File: config.mk
export PLATFORM = sky130hd
export DESIGN_NAME = wlcal_core
export DESIGN_NICKNAME = d
export VERILOG_FILES = /design/src/hw/wlcal_pkg.sv /design/src/hw/edge_sync.sv /design/src/hw/wlcal_core.sv
export SDC_FILE = /design/constraint.sdc
export NUM_CORES = 1
export LEC_CHECK = 0
export BUFFER_PORTS_ARGS = -buffer_cell sky130_fd_sc_hd__buf_2
export CORE_UTILIZATION = 45
export DETAILED_ROUTE_END_ITERATION = 8
export HOLD_SLACK_MARGIN = 0.15
export PLACE_DENSITY_LB_ADDON = 0.08
export SYNTH_ARGS = -nofsm -noshare
export SYNTH_HDL_FRONTEND = slang
export SYNTH_SLANG_ARGS = --single-unit
File: constraint.sdc
create_clock -name clock -period 2.23 [get_ports clock]
set_input_delay 0.446 -clock clock [delete_from_list [all_inputs] [get_ports clock]]
set_output_delay 0.446 -clock clock [all_outputs]
set_load 0.01 [all_outputs]
File: src/hw/wlcal_pkg.sv
// package for the write-leveling, command latency and self refresh block
// assumes one 100 MHz clock and synchronous active-high reset
package wlcal_pkg;

   localparam int CLOCK_PERIOD_NS     = 10;
   // mode register bit positions
   localparam int MR1_LEVEL_BIT       = 7;
   localparam int MR1_QOFF_BIT        = 12;
   localparam int MR2_SR_LO_BIT       = 6;
   localparam int MR2_SR_HI_BIT       = 7;
   localparam int MR_ADDR_W           = 18;
   localparam int MR_SEL_W            = 3;
   localparam logic [2:0] MR_SEL_MR1  = 3'h1;
   localparam logic [2:0] MR_SEL_MR2  = 3'h2;
   // reset values
   localparam logic       LEVEL_RESET = 1'b0;
   localparam logic       QOFF_RESET  = 1'b0;
   localparam logic [1:0] SR_RESET    = 2'h0;
   // self refresh mode codes
   localparam logic [1:0] SR_NORMAL   = 2'h0;
   localparam logic [1:0] SR_REDUCED  = 2'h1;
   localparam logic [1:0] SR_EXTENDED = 2'h2;
   localparam logic [1:0] SR_AUTO     = 2'h3;
   // fixed refresh rate codes driven to the refresh engine
   localparam logic [1:0] RATE_LOW    = 2'h0;
   localparam logic [1:0] RATE_NORMAL = 2'h1;
   localparam logic [1:0] RATE_HIGH   = 2'h2;
   // leveling output delay, figure in ns and derived cycles (max: round down, at least 1)
   localparam int LEVEL_OUT_DELAY_NS  = 9;
   localparam int LEVEL_OUT_CYCLES    =
      (LEVEL_OUT_DELAY_NS / CLOCK_PERIOD_NS) < 1 ? 1 :
      (LEVEL_OUT_DELAY_NS / CLOCK_PERIOD_NS);
   // mode change delay, figure in ns and cycles (min: round up)
   localparam int MODE_CHANGE_NS      = 120;
   localparam int MODE_CHANGE_CYCLES  =
      (MODE_CHANGE_NS + CLOCK_PERIOD_NS - 1) / CLOCK_PERIOD_NS;
   localparam int CNT_W               = 8;
   localparam int CAL_W               = 3;
   localparam logic [2:0] CAL_RESET   = 3'h0;

   typedef struct packed {
      logic                 valid;
      logic [MR_SEL_W-1:0]  sel;
      logic [MR_ADDR_W-1:0] addr;
   } mr_write_s;

   typedef struct packed {
      logic strobe_term_on;
      logic strobe_term_park;
      logic data_term_on;
   } term_s;

endpackage

File: src/hw/edge_sync.sv
// three-stage synchroniser with agreement filter and rising edge pulse
// assumes async input; stage one is read only by stage two
`timescale 1ns/100ps
module edge_sync (
   input  wire logic clock,
   input  wire logic srst,
   input  wire logic async_in,
   output logic      level,
   output logic      rise
);

   logic s1;
   logic s2;
   logic s3;
   logic next_level;
   logic next_rise;

   always_comb begin
      next_level = level;
      if (s2 == s3) begin
         next_level = s3;
      end
      next_rise = next_level & ~level;
   end

   always_ff @(posedge clock) begin
      if (srst) begin
         s1    <= 1'b0;
         s2    <= 1'b0;
         s3    <= 1'b0;
         level <= 1'b0;
         rise  <= 1'b0;
      end else begin
         s1    <= async_in;
         s2    <= s1;
         s3    <= s2;
         level <= next_level;
         rise  <= next_rise;
      end
   end

endmodule

File: src/hw/wlcal_core.sv
// write leveling, chip-select-to-command latency and self refresh mode
// assumes mode register writes arrive decoded, one per cycle, and the
// link clock and strobe pins are sampled from outside this clock domain
`timescale 1ns/100ps

module wlcal_core #(
   parameter int CAL_W     = wlcal_pkg::CAL_W,
   parameter int CMD_W     = 24,
   parameter int DQ_W      = 8
) (
   input  wire logic                clock,
   input  wire logic                srst,
   input  wire wlcal_pkg::mr_write_s mr_write,
   input  wire logic [CAL_W-1:0]    cmd_latency,
   input  wire logic                chip_select_n,
   input  wire logic [CMD_W-1:0]    cmd_addr_in,
   input  wire logic                termination_pin,
   input  wire logic                link_clock,
   input  wire logic                strobe_in,
   input  wire logic                read_strobe_req,
   input  wire logic                self_refresh_entry,
   input  wire logic                self_refresh_exit,
   input  wire logic                die_hot,
   output logic                     leveling_active,
   output logic                     output_buffers_off,
   output wlcal_pkg::term_s         termination,
   output logic [DQ_W-1:0]          dq_out,
   output logic                     dq_oe,
   output logic                     read_strobe_oe,
   output logic                     ca_receivers_on,
   output logic                     cmd_valid,
   output logic [CMD_W-1:0]         cmd_captured,
   output logic [1:0]               low_power_self_refresh_select,
   output logic [1:0]               refresh_rate,
   output logic                     in_self_refresh
);

   ////////////////////////////////////////////////////////////////////////
   // pin synchronisers

   logic link_level;
   logic strobe_rise;
   logic term_level;

   edge_sync u_clk_sync (
      .clock    (clock),
      .srst     (srst),
      .async_in (link_clock),
      .level    (link_level),
      .rise     ()
   );

   edge_sync u_dqs_sync (
      .clock    (clock),
      .srst     (srst),
      .async_in (strobe_in),
      .level    (),
      .rise     (strobe_rise)
   );

   edge_sync u_odt_sync (
      .clock    (clock),
      .srst     (srst),
      .async_in (termination_pin),
      .level    (term_level),
      .rise     ()
   );

   ////////////////////////////////////////////////////////////////////////
   // mode register state

   logic                           next_leveling_active;
   logic                           next_output_buffers_off;
   logic [1:0]                     next_sr_select;
   logic [wlcal_pkg::CNT_W-1:0]    settle_cnt;
   logic [wlcal_pkg::CNT_W-1:0]    next_settle_cnt;
   logic                           mr1_hit;
   logic                           mr2_hit;

   always_comb begin
      mr1_hit = mr_write.valid && (mr_write.sel == wlcal_pkg::MR_SEL_MR1);
      mr2_hit = mr_write.valid && (mr_write.sel == wlcal_pkg::MR_SEL_MR2);
      next_leveling_active    = leveling_active;
      next_output_buffers_off = output_buffers_off;
      next_sr_select          = low_power_self_refresh_select;
      next_settle_cnt         = settle_cnt;
      if (settle_cnt != '0) begin
         next_settle_cnt = settle_cnt - 1'b1;
      end
      if (mr1_hit) begin
         next_leveling_active =
            mr_write.addr[wlcal_pkg::MR1_LEVEL_BIT];
         next_output_buffers_off =
            mr_write.addr[wlcal_pkg::MR1_QOFF_BIT];
         // after entry, leveling pins stay quiet for the mode change delay; exit is not gated
         next_settle_cnt =
            wlcal_pkg::CNT_W'(wlcal_pkg::MODE_CHANGE_CYCLES);
      end
      // manual setting may only change outside self refresh
      if (mr2_hit && !in_self_refresh) begin
         next_sr_select = {mr_write.addr[wlcal_pkg::MR2_SR_HI_BIT],
                           mr_write.addr[wlcal_pkg::MR2_SR_LO_BIT]};
      end
   end

   always_ff @(posedge clock) begin
      if (srst) begin
         leveling_active               <= wlcal_pkg::LEVEL_RESET;
         output_buffers_off            <= wlcal_pkg::QOFF_RESET;
         low_power_self_refresh_select <= wlcal_pkg::SR_RESET;
         settle_cnt                    <= '0;
      end else begin
         leveling_active               <= next_leveling_active;
         output_buffers_off            <= next_output_buffers_off;
         low_power_self_refresh_select <= next_sr_select;
         settle_cnt                    <= next_settle_cnt;
      end
   end

   ////////////////////////////////////////////////////////////////////////
   // termination and leveling feedback

   wlcal_pkg::term_s              next_termination;
   logic [DQ_W-1:0]               next_dq_out;
   logic                          next_dq_oe;
   logic                          next_read_strobe_oe;
   logic                          sampled;
   logic                          next_sampled;
   logic [wlcal_pkg::CNT_W-1:0]   wlo_cnt;
   logic [wlcal_pkg::CNT_W-1:0]   next_wlo_cnt;
   logic                          term_ready;

   always_comb begin
      term_ready   = leveling_active && (settle_cnt == '0);
      next_sampled = sampled;
      next_wlo_cnt = wlo_cnt;
      next_dq_out  = dq_out;
      next_dq_oe   = 1'b0;
      next_termination = '0;
      if (term_ready) begin
         // strobe pair always terminated: nominal or park by pin level
         next_termination.strobe_term_on   = term_level;
         next_termination.strobe_term_park = ~term_level;
         next_termination.data_term_on     = 1'b0;
      end else if (!leveling_active) begin
         // termination timing is independent of command latency
         next_termination.data_term_on = term_level;
      end
      if (wlo_cnt != '0) begin
         next_wlo_cnt = wlo_cnt - 1'b1;
      end
      if (term_ready && strobe_rise) begin
         next_sampled = link_level;
         next_wlo_cnt =
            wlcal_pkg::CNT_W'(wlcal_pkg::LEVEL_OUT_CYCLES);
      end
      if (wlo_cnt == 8'h01) begin
         // every bit from one flop stage keeps skew inside the window
         next_dq_out = {DQ_W{sampled}};
      end
      // data pins driven only while leveling settled and outputs on
      if (term_ready && !output_buffers_off) begin
         next_dq_oe = 1'b1;
      end
      next_read_strobe_oe = read_strobe_req && !leveling_active;
   end

   always_ff @(posedge clock) begin
      if (srst) begin
         termination    <= '0;
         dq_out         <= '0;
         dq_oe          <= 1'b0;
         read_strobe_oe <= 1'b0;
         sampled        <= 1'b0;
         wlo_cnt        <= '0;
      end else begin
         termination    <= next_termination;
         dq_out         <= next_dq_out;
         dq_oe          <= next_dq_oe;
         read_strobe_oe <= next_read_strobe_oe;
         sampled        <= next_sampled;
         wlo_cnt        <= next_wlo_cnt;
      end
   end

   ////////////////////////////////////////////////////////////////////////
   // chip-select-to-command latency

   logic [CAL_W-1:0]     lat_cnt;
   logic [CAL_W-1:0]     next_lat_cnt;
   logic                 next_cmd_valid;
   logic [CMD_W-1:0]     next_cmd_captured;
   logic                 next_ca_on;
   logic                 pending;
   logic                 next_pending;

   always_comb begin
      next_lat_cnt      = lat_cnt;
      next_pending      = pending;
      next_cmd_valid    = 1'b0;
      next_cmd_captured = cmd_captured;
      next_ca_on        = 1'b1;
      if (cmd_latency == '0) begin
         if (!chip_select_n) begin
            next_cmd_valid    = 1'b1;
            next_cmd_captured = cmd_addr_in;
         end
      end else begin
         if (!chip_select_n && !pending) begin
            next_pending = 1'b1;
            next_lat_cnt = cmd_latency - 1'b1;
         end else if (pending && lat_cnt != '0) begin
            next_lat_cnt = lat_cnt - 1'b1;
         end else if (pending) begin
            next_cmd_valid    = 1'b1;
            next_cmd_captured = cmd_addr_in;
            next_pending      = !chip_select_n;
            next_lat_cnt      = cmd_latency - 1'b1;
         end
         // receivers rest once idle and select is high; kept on in a run
         next_ca_on = next_pending || !chip_select_n;
      end
   end

   always_ff @(posedge clock) begin
      if (srst) begin
         lat_cnt         <= wlcal_pkg::CAL_RESET;
         pending         <= 1'b0;
         cmd_valid       <= 1'b0;
         cmd_captured    <= '0;
         ca_receivers_on <= 1'b1;
      end else begin
         lat_cnt         <= next_lat_cnt;
         pending         <= next_pending;
         cmd_valid       <= next_cmd_valid;
         cmd_captured    <= next_cmd_captured;
         ca_receivers_on <= next_ca_on;
      end
   end

   ////////////////////////////////////////////////////////////////////////
   // self refresh rate selection

   logic       next_in_sr;
   logic [1:0] next_rate;
   logic [1:0] latched_mode;
   logic [1:0] next_latched_mode;

   always_comb begin
      next_in_sr        = in_self_refresh;
      next_latched_mode = latched_mode;
      if (self_refresh_entry && !in_self_refresh) begin
         next_in_sr        = 1'b1;
         next_latched_mode = low_power_self_refresh_select;
      end else if (self_refresh_exit) begin
         next_in_sr = 1'b0;
      end
      case (latched_mode)
         wlcal_pkg::SR_NORMAL:   next_rate = wlcal_pkg::RATE_NORMAL;
         wlcal_pkg::SR_REDUCED:  next_rate = wlcal_pkg::RATE_LOW;
         wlcal_pkg::SR_EXTENDED: next_rate = wlcal_pkg::RATE_HIGH;
         wlcal_pkg::SR_AUTO:     next_rate = die_hot ?
            wlcal_pkg::RATE_HIGH : wlcal_pkg::RATE_LOW;
         default:                next_rate = wlcal_pkg::RATE_NORMAL;
      endcase
   end

   always_ff @(posedge clock) begin
      if (srst) begin
         in_self_refresh <= 1'b0;
         latched_mode    <= wlcal_pkg::SR_RESET;
         refresh_rate    <= wlcal_pkg::RATE_NORMAL;
      end else begin
         in_self_refresh <= next_in_sr;
         latched_mode    <= next_latched_mode;
         refresh_rate    <= next_rate;
      end
   end

endmodule

==> results of run 1 <==
==> sequential cells by signal, indices dropped and copies added (netlist names), 2 cells and up <==
| name | flops |
|---|---|
| cmd_captured | 24 |
| lat_cnt | 3 |
| latched_mode | 2 |
| low_power_self_refresh_select | 2 |
| refresh_rate | 2 |
| settle_cnt | 8 |
| termination | 3 |
| wlo_cnt | 8 |
==> final cells by class <==
type	instances	area, µm²
fillers	623	2720
flip-flops and latches	75	1500
multi-input cells	222	1310
clock inverters	5	77.6
inverters	14	52.6
repair buffers	92	493
clock buffers	10	138
well taps	77	96.3
==> worst min-delay path by stage <==
stage	endpoint	slack, ns	cells past startpoint
after floorplan	u_dqs_sync.rise$_SDFF_PP0_	0.39	1
after global placement	u_dqs_sync.rise$_SDFF_PP0_	0.40	1
after detailed placement	u_dqs_sync.rise$_SDFF_PP0_	0.41	1
after CTS	u_dqs_sync.s1$_SDFF_PP0_	0.32	2
after global routing	u_dqs_sync.s1$_SDFF_PP0_	0.32	2
final	u_dqs_sync.s1$_SDFF_PP0_	0.34	2
==> worst max-delay path, delay by kind of cell, from the launching register on <==
kind / cells / cell delay (ns)
adder cells (fa/ha/maj): 1 / 0.14
AO/OA/AOI/OAI: 1 / 0.08
AND/OR/NAND/NOR: 3 / 0.90
flip-flops: 1 / 0.34
buffers and inverters: 1 / 0.08
==> metrics by stage <==
stage,utilization [%],setup WS [ns]
6_report,57.4,0.586
5_1_grt,57.4,0.345
4_1_cts,57.4,0.549
3_5_place_dp,54.0,0.378
3_3_place_gp,54.0,0.415
2_1_floorplan,-,0.638
==> cells by family (layout without fill, tap and decap cells) <==
| logic type | count (synthesis) | count (layout) | synth area share (%) |
|---|---|---|---|
| and+or+nand+nor | 139 | 139 | 22.8 |
| DFF | 75 | 75 | 50.3 |
| AOI/OAI and AO/OA | 53 | 53 | 9.89 |
| buffers and inverters | 34 | 121 | 6.03 |
| muxes | 12 | 12 | 4.61 |
| adders and majority gates | 9 | 9 | 3.77 |
| xor gates and xnor gates | 9 | 9 | 2.64 |
==> metal layers <==
metal	vias to the layer above	track usage (%)	part of all wire (%)
met5	-	0	0
met4	0	8.78	1.7
met3	9	4.55	5.1
met2	52	27.7	47
met1	1054	19.7	46
li1	1249	-	-
==> power by group through the flow <==
stage | clock (µW) | sequential (µW) | combinational (µW)
2_1_floorplan | 0 | 1690 | 805
3_3_place_gp | 0 | 1700 | 1010
3_5_place_dp | 0 | 1700 | 1030
4_1_cts | 1150 | 1670 | 1030
5_1_grt | 1200 | 1700 | 1170
6_report | 1120 | 1670 | 1020
==> cells in the final DEF, fill, tap and decap left out, types with 8 or more instances in the layout <==
cell	netlist	layout
nor2_1	31	31
nor3_1	8	8
nand2_1	60	60
ha_1	9	9
a21oi_1	41	41
mux2i_1	10	10
nor2b_1	10	10
dfxtp_1	75	75
inv_1	14	14
buf_2	3	89
clkbuf_8	0	10
==> impl_results.md, run 1 <==
- Status: finished clean
- Maximum vdd drop: around 0.57 mV
- Final instance area: 3660 µm²
- Core ar.: 6390 µm²
- Remaining DRCs: 0
- Nets: 482
- Clock share of power: 29.3%
- Reg-to-reg setup timing slack: 0.59 ns
- Die Width: between 80 and 90 µm
- Die ar.: 6970 µm²
- Drt via density: 4.78
- Fin. Hold Viols: 0
- Most common cell in the synthesized netlist: dfxtp_1
- Critical Path RT: 2.44 ns
- Slowest-stage cell, CP: nor3b_1
- Max Clock Skew: 0.00891 ns
- Root Buffer: clkbuf_8
- PortBufs: just under 90
- Max Clock Freq: 608 MHz
- Ys flop type: dfxtp_1
- Initial core utilization: 46.8%
- Largest net degree at the start of global routing: 36
- Setup crit start kind: register
- Final wirelength: 5.52 mm
- Wire per inst: 11.2 µm
- Comb power frac: 26.8%
- CTS buffer count: 9
- Hold Path Class: primary input to register
- Register area share after synthesis: 50.3%
- Worst slew pin tran: 0.592 ns
- Overall Global Routing Usage: between 10% and 20%
- Worst Path Max Fanout: 5
- Hold Startpoint: strobe_in
- Number of routed nets with antenna violations: 0
- Share of layout cells above drive strength 1: between 20% and 30%
- Synth Area per Inst: 9.02 µm²
- #FFs+latches synth: 75
- Clock slew at reported path FFs: 0.07 ns
- Post-synth top area cell: dfxtp_1
- End of the worst register-to-register path: wlo_cnt[1]$_SDFFE_PP0P_
- Synth top area cells: dfxtp_1 50%, nand2_1 7.5%, a21oi_1 6.9%, nor2_1 3.9%, ha_1 3.8%
- Number of diodes: 0
- R2R depth: 6
- TritonCTS clock tree: built
- CP peak stage delay: 0.37 ns
- Cell Area, Placed: 3450 µm²
- Clock Path Buffers: 2
- Internal power: 2640 µW
- Area Overhead vs Synth: 22.7%
- Number of vias in the routed layout: 2364
- Synth Cell Area: 2990 µm²
- Switching share of power: 30.6%
- Final setup violation count: 0
- Max-slew violation count: 0
- First-pass GRT wire length: 9.47 mm
- Crit path cell chain: inv_1 > ha_1 > nor3b_1 > nand4_1 > nand2b_1 > a211oi_1
- Psw: 1160 µW
- RD Place Congestion: around 0.8
- IO Count: 105
- Flop pwr share: 43.9%
- Number of hold buffers added after CTS: 0
- Antenna violations before repair: 0
- Setup TNS: 0 ns
- RSZ-0062 raised after global routing: false
- Finished Layout Cells: 495
- Clock Sinks: 75
- Pre-antenna DRT Iters: 4
- Synth warn: 0
- Critical Path End Type: register
- Clk_lat worst skew: 0.33 ns
- Tot Pwr: 3800 µW
- Die height: between 80 and 90 µm
- Final hold slack: roughly 0.34 ns
- Fin crit period: 1.64 ns
- Syn_nets: 399
- Netlist cell types: 42
- Post-DP HPWL: roughly 3.9 mm
- Critical path arrival: 1.85 ns
- Leak: 0.00168 µW
- Crit path to: wlo_cnt[1]$_SDFFE_PP0P_
- Drt first-iter violations: 76
- Grt ovf: 0
- P per Cell Area: 1040 nW/µm²
- FF-to-FF Start: settle_cnt[0]$_SDFFE_PP0P_
- Crit path kind: register to register
- EDFF count, synth: 0
- Post-CTS sizing: 0
- Post-synth top area share: between 50% and 60%
- Row count: 29
- Vias in the first global route: 2247
- Crit path from: settle_cnt[0]$_SDFFE_PP0P_
- Placed cells: 480
- Max H-tree Level: 3
- Slew headroom: a little over 60%
- Most instantiated cells after synthesis: 75 x dfxtp_1, 60 x nand2_1, 41 x a21oi_1
- Post CTS Setup Buffer Count: 0
- Async SR Flop Fraction: 0%
- Number of max-cap violations: 0
- Cells after Synth: roughly 330
- Fin crit share: 73.7%
No activity file was read; power rests on OpenSTA's default activity.
==> inputs of run 2 (changes only) <==
==> constraint.sdc (replaced) <==
create_clock -name clock -period 1.58 [get_ports clock]
set_input_delay 0.316 -clock clock [delete_from_list [all_inputs] [get_ports clock]]
set_output_delay 0.316 -clock clock [all_outputs]
set_load 0.01 [all_outputs]
==> run 2 against run 1 <==
Effect of this change:
- register-to-register slack worse by 0.46 ns
- wire length up 2.6%
- design area up 4.1%
- flip-flop and latch count unchanged
- critical path depth down 2
- first-iteration DRC count down 24%
- worst setup slack worse by 0.46 ns
- die area unchanged
- clock-buffer cell count down 1
- sequential share of layout area down 1.6 points
- critical path type unchanged
- critical endpoint is now wlo_cnt[2]$_SDFFE_PP0P_
==> impl_results.md, run 2 (same netlist as run 1, synthesis figures left out) <==
- Hold Path Depth: 2 (unchanged)
- Wire per inst: 11.2 µm (about the same)
- Number of max-cap violations: 0 (unchanged)
- PortBufs: 89 (unchanged)
- Number of routed nets with antenna violations: 0 (unchanged)
- Setup ws final: 0.124 ns (-0.462 ns)
- Row count: 29 (unchanged)
- Commonest cells after routing, fill and taps aside: 89 x buf_2, 74 x dfxtp_1, 60 x nand2_1
- Initial core utilization: 46.8% (unchanged)
- RD Place Congestion: 0.756 (-4.3%)
- Clock slew at reported path FFs: 0.08 ns (about the same)
- Remaining DRCs: 0 (unchanged)
- Setup crit start kind: register
- Max Clock Skew: 0.00903 ns (+0.000116 ns)
- Die height: 83.5 µm (unchanged)
- Final instance area: 3810 µm² (+4.1%)
- Drt via density: 4.76 (-0.25%)
- Cell Area, Placed: 3550 µm² (+3.0%)
- R2R depth: 4 (-2)
- Critical path arrival: 1.69 ns (-0.16 ns)
- Area Overhead vs Synth: 27.7%
- Antenna violations before repair: 0 (unchanged)
- P per Cell Area: 1500 nW/µm² (+45%)
- End of the worst register-to-register path: wlo_cnt[2]$_SDFFE_PP0P_
- Final setup violation count: 0 (unchanged)
- CTS buffer count: 9 (unchanged)
- Maximum vdd drop: 1.15 mV (+100%)
- Number of hold buffers added after CTS: 0 (unchanged)
- Final core utilization: 59.7% (+2.4 points)
- Hold Path Class: primary input to register
- Critical Path RT: 1.81 ns (-0.63 ns)
- Core ar.: 6390 µm² (unchanged)
- Post-DP HPWL: 4.07 mm (+5.3%)
- Critical Path End Type: register
- Fin crit period: 1.46 ns (-0.188 ns)
- Reg-to-reg setup timing slack: 0.12 ns (-0.46 ns)
- Largest regs: cmd_captured (24), settle_cnt (8), wlo_cnt (8)
- Leak: 0.00176 µW (+4.9%)
- Share of layout cells above drive strength 1: 30.9% (+3.3 points)
- Fin. Hold Viols: 0 (unchanged)
- RSZ-0062 raised after global routing: false
- Max-slew violation count: 0 (unchanged)
- Max Clock Freq: 687 MHz (+13%)
- First-pass GRT wire length: 9.63 mm (+1.8%)
- Most common cell after layout, fill and taps aside: buf_2
- Nets: 494 (+2.5%)
- Top reg by flops: cmd_captured
- Crit path kind: register to register
- Worst Path Max Fanout: 4 (-1)
- Fin crit share: 92.1% (+18 points)
- Hold Startpoint: strobe_in
- Status: finished clean
- Slew headroom: 66.2% (+5.7 points)
- Number of vias in the routed layout: 2420 (+2.4%)
- FF-to-FF Start: settle_cnt[5]$_SDFFE_PP0P_
- Pre-CTS setup slack: -0.0800 ns (-0.458 ns)
- Vias in the first global route: 2257 (+0.45%)
- Max H-tree Level: 3 (unchanged)
- Clock Sinks: 75 (unchanged)
- Largest net degree at the start of global routing: 26 (-28%)
- Die ar.: 6970 µm² (unchanged)
- Hold Crit Endpoint: u_dqs_sync.s1$_SDFF_PP0_
- IO Count: 105 (unchanged)
- Final wirelength: 5.67 mm (+2.6%)
- Clk_lat worst skew: 0.34 ns (about the same)
- Clock Path Buffers: 2 (unchanged)
- Number of diodes: 0 (unchanged)
- Die Width: 83.5 µm (unchanged)
- Max FFs per register: 24 (unchanged)
- Drt first-iter violations: 58 (-24%)
- TritonCTS clock tree: built
- Pre-antenna DRT Iters: 4 (unchanged)
- Overall Global Routing Usage: 17.0% (+0.26 points)
- Root Buffer: clkbuf_8
- Grt ovf: 0 (unchanged)
- Worst slew pin tran: 0.502 ns (-0.0904 ns)
run 2: how the worst max path moves through the flow:
stage,to,cells past startpoint,startpoint
after CTS,settle_cnt[1]$_SDFFE_PP0P_,6,settle_cnt[1]$_SDFFE_PP0P_
final,wlo_cnt[2]$_SDFFE_PP0P_,4,settle_cnt[5]$_SDFFE_PP0P_
after global routing,wlo_cnt[4]$_SDFFE_PP0P_,6,wlo_cnt[1]$_SDFFE_PP0P_
after global placement,cmd_captured[13]$_SDFFE_PP0P_,8,cmd_latency[0]
after floorplan,cmd_captured[10]$_SDFFE_PP0P_,8,cmd_latency[0]
after detailed placement,cmd_captured[23]$_SDFFE_PP0P_,8,cmd_latency[0]
run 2: final cells by class:
class	count	area, µm²
Fill cell	575	2570
Sequential cell	75	1500
Timing Repair Buffer	104	596
Multi-Input combinational cell	222	1320
Inverter	14	52.6
Tap cell	77	96.3
Clock buffer	9	124
Clock inverter	7	124
run 2: through the flow:
step	hold WS (ns)	std cells	TNS, ns	total power (µW)
floorplan	0.390	331	0	3520
global placement	0.400	492	-1.27	3940
finish	0.184	508	0	5730
detailed placement	0.403	492	-1.56	3980
global route	0.172	508	0	6120
CTS	0.170	508	0	5770
run 2: power breakdown:
group,internal [µW],switching (µW)
logic,784,819
registers,2130,216
clock network,1060,710
run 2: routing by layer:
metal / GRT usage, % / vias to the layer above / share of wire (%)
met5: 0 / - / 0
met3: 5.54 / 7 / 6.2
met2: 29.9 / 58 / 49
met1: 19.0 / 1076 / 44
li1: - / 1279 / -
met4: 6.47 / 0 / 1.1
run 2: repair_timing:
item,CTS,global route
setup endpoints to repair,0,7
gates resized for setup,0,5
setup buffers,0,0
run 2: worst max-delay path: stages (launching register included):
cell and delay (ns):
dfxtp_2 0.35, nor4_4 0.38, nand4_1 0.31, nand3b_1 0.23
nor2_1 0.06
==> inputs of run 3 (changes only) <==
--- a/config.mk
+++ b/config.mk
@@ -6,7 +6,9 @@
 export NUM_CORES = 1
 export LEC_CHECK = 0
 export BUFFER_PORTS_ARGS = -buffer_cell sky130_fd_sc_hd__buf_2
-export CORE_UTILIZATION = 45
+export CELL_PAD_IN_SITES_DETAIL_PLACEMENT = 0
+export CELL_PAD_IN_SITES_GLOBAL_PLACEMENT = 1
+export CORE_UTILIZATION = 36
 export DETAILED_ROUTE_END_ITERATION = 8
 export HOLD_SLACK_MARGIN = 0.15
 export PLACE_DENSITY_LB_ADDON = 0.08
==> run 3 against run 2 <==
Effect of this change:
- fmax fell by 5.3%
- design area rose by 1.8%
- clock-buffer cell count up 1
- final cell count is 5.5% higher
- combinational power increased by 4%
- critical path depth up 3
- wire length rose by 14%
- via count rose by 1.4%
- critical path type unchanged
- critical endpoint is now cmd_captured[7]$_SDFFE_PP0P_
- largest cell class unchanged
==> impl_results.md, run 3 (same netlist as run 1, synthesis figures left out) <==
- CP Buf/Inv Count: 2 (+2)
- CP peak stage delay: 0.33 ns (-0.05 ns)
- Root Buffer: clkbuf_8
- Crit path kind: register to register
- Hold Startpoint: link_clock
- Leak: 0.00177 µW (about the same)
- Most common cell after layout, fill and taps aside: buf_2
- Clk_lat worst skew: 0.34 ns (about the same)
- Status: finished clean
- RSZ-0062 raised after global routing: true
- Pre-antenna DRT Iters: 4 (unchanged)
- Final wirelength: 6.46 mm (+14%)
- Reg-to-reg setup timing slack: 0.04 ns (-0.08 ns)
- Number of max-cap violations: 0 (unchanged)
- Critical Path End Type: register
- Max H-tree Level: 3 (unchanged)
- Worst Path Max Fanout: 12 (+8)
- Max Clock Freq: 650 MHz (-5.3%)
- Nets: 497 (+0.61%)
- Slowest-stage cell, CP: dfxtp_2
- Clock Sinks: 75 (unchanged)
- Placed cells: 517 (+5.1%)
- TritonCTS clock tree: built
- Die height: 93.1 µm (+12%)
- Area Overhead vs Synth: 30.1%
- PortBufs: 89 (unchanged)
- CTS buffer count: 9 (unchanged)
- Initial core utilization: 37.9% (-8.9 points)
- Drt via density: 4.58 (-3.9%)
- CP top delay family: flip-flops
- P per Cell Area: 1450 nW/µm² (-3.3%)
- Overall Global Routing Usage: 15.0% (-2.0 points)
- Largest regs: cmd_captured (24), settle_cnt (8), wlo_cnt (8)
- Commonest cells after routing, fill and taps aside: 89 x buf_2, 74 x dfxtp_1, 59 x nand2_1
- Top reg by flops: cmd_captured
- Critical Path RT: 1.86 ns (+0.05 ns)
- Setup TNS: 0 ns (unchanged)
- Number of hold buffers added after CTS: 0 (unchanged)
- Vias in the first global route: 2283 (+1.2%)
- FF-to-FF Start: lat_cnt[0]$_SDFFE_PP0P_
- Worst slew pin tran: 0.553 ns (+0.0516 ns)
- Largest net degree at the start of global routing: 29 (+12%)
- Finished Layout Cells: 536 (+5.5%)
- IO Count: 105 (unchanged)
- Core ar.: 7890 µm² (+24%)
- Slew headroom: 63.1% (-3.1 points)
- Number of routed nets with antenna violations: 0 (unchanged)
- Clock Path Buffers: 2 (unchanged)
- Maximum vdd drop: 0.574 mV (-50%)
- Crit path cell chain: inv_2 > ha_4 > nand3b_1 > mux2i_4 > clkbuf_16 > nand2_1 > a21oi_1
- Max Clock Skew: 0.00692 ns (-0.00211 ns)
- Fin. Hold Viols: 0 (unchanged)
- Drt first-iter violations: 43 (-26%)
- CP Depth: 7 (+3)
- Hold Path Class: primary input to register
- Max-slew violation count: 0 (unchanged)
- Cell Area, Placed: 3560 µm² (+0.18%)
- Number of diodes: 0 (unchanged)
- Clock slew at reported path FFs: 0.08 ns (about the same)
- Fin crit period: 1.54 ns (+0.0816 ns)
- Row count: 32 (+10%)
- Share of layout cells above drive strength 1: 32.9% (+2.1 points)
- Setup crit start kind: register
- Die Width: 93.1 µm (+12%)
- Antenna violations before repair: 0 (unchanged)
- Post-DP HPWL: 4.25 mm (+4.3%)
- Crit path from: lat_cnt[0]$_SDFFE_PP0P_
- Fin crit share: 97.3% (+5.2 points)
- Final instance area: 3880 µm² (+1.8%)
- Final setup violation count: 0 (unchanged)
- Grt ovf: 0 (unchanged)
- Hold Path Depth: 2 (unchanged)
- Wire per inst: 12.1 µm (+8.1%)
- RD Place Congestion: 0.741 (-1.9%)
- Number of vias in the routed layout: 2455 (+1.4%)
- FILL cells: 777 (+35%)
- Max FFs per register: 24 (unchanged)
- Final core utilization: 49.3% (-10 points)
- First-pass GRT wire length: 10.1 mm (+4.9%)
- Critical path arrival: 1.81 ns (+0.12 ns)
- Post CTS Setup Buffer Count: 0 (unchanged)
- Remaining DRCs: 0 (unchanged)
- Die ar.: 8660 µm² (+24%)
- R2R depth: 7 (+3)
[run 3: changes by cell type in the layout (fill, tap and decap cells not counted), sizes merged]
cell	previous run	this run
clkbuf	9	12
clkinv	1	2
bufinv	3	2
mux2	1	2
inv	16	14
clkinvlp	1	2
[run 3: what timing repair did]
action                                  CTS  global route
resized for setup                         1            12
endpoints found under the setup margin    1             8
pin swaps                                 0            16
cloned                                    0             3
[run 3: final cells by class]
| type | instances | area [µm²] | share of cell area [%] |
|---|---|---|---|
| flip-flops and latches | 75 | 1500 | 38.7 |
| multi-input cells | 223 | 1360 | 34.9 |
| repair buffers | 106 | 621 | 16.0 |
| clock buffers | 10 | 138 | 3.54 |
| well taps | 102 | 128 | 3.29 |
| clock inverters | 6 | 88.8 | 2.29 |
| inverters | 14 | 52.6 | 1.35 |
[run 3: per-stage QoR]
stage | setup slack [ns] | total power (µW) | hold slack (ns)
after floorplan | 0.118 | 3520 | 0.390
after global placement | -0.107 | 3980 | 0.400
after detailed placement | -0.109 | 4000 | 0.405
after CTS | 0.0778 | 5680 | 0.159
after global routing | -0.0524 | 6060 | 0.159
final | 0.0427 | 5640 | 0.182
[run 3: path summary, 6_finish.rpt]
check                                       to
hold / removal        u_clk_sync.s1$_SDFF_PP0_
hold reg to reg     u_dqs_sync.rise$_SDFF_PP0_
setup reg to reg  cmd_captured[7]$_SDFFE_PP0P_
setup / recovery  cmd_captured[7]$_SDFFE_PP0P_
[run 3: where the power goes]
part,internal [µW],total [µW],switching (µW)
combinational,824,1670,841
sequential,2130,2350,213
clock,932,1630,695
[run 3: metal layers]
| layer | up-vias | track usage, % | share of wire, % |
|---|---|---|---|
| li1 | 1296 | - | - |
| met3 | 2 | 7.56 | 7.0 |
| met1 | 1100 | 17.4 | 45 |
| met2 | 57 | 23.8 | 47 |
| met5 | - | 0 | 0 |
| met4 | 0 | 5.00 | 0.59 |
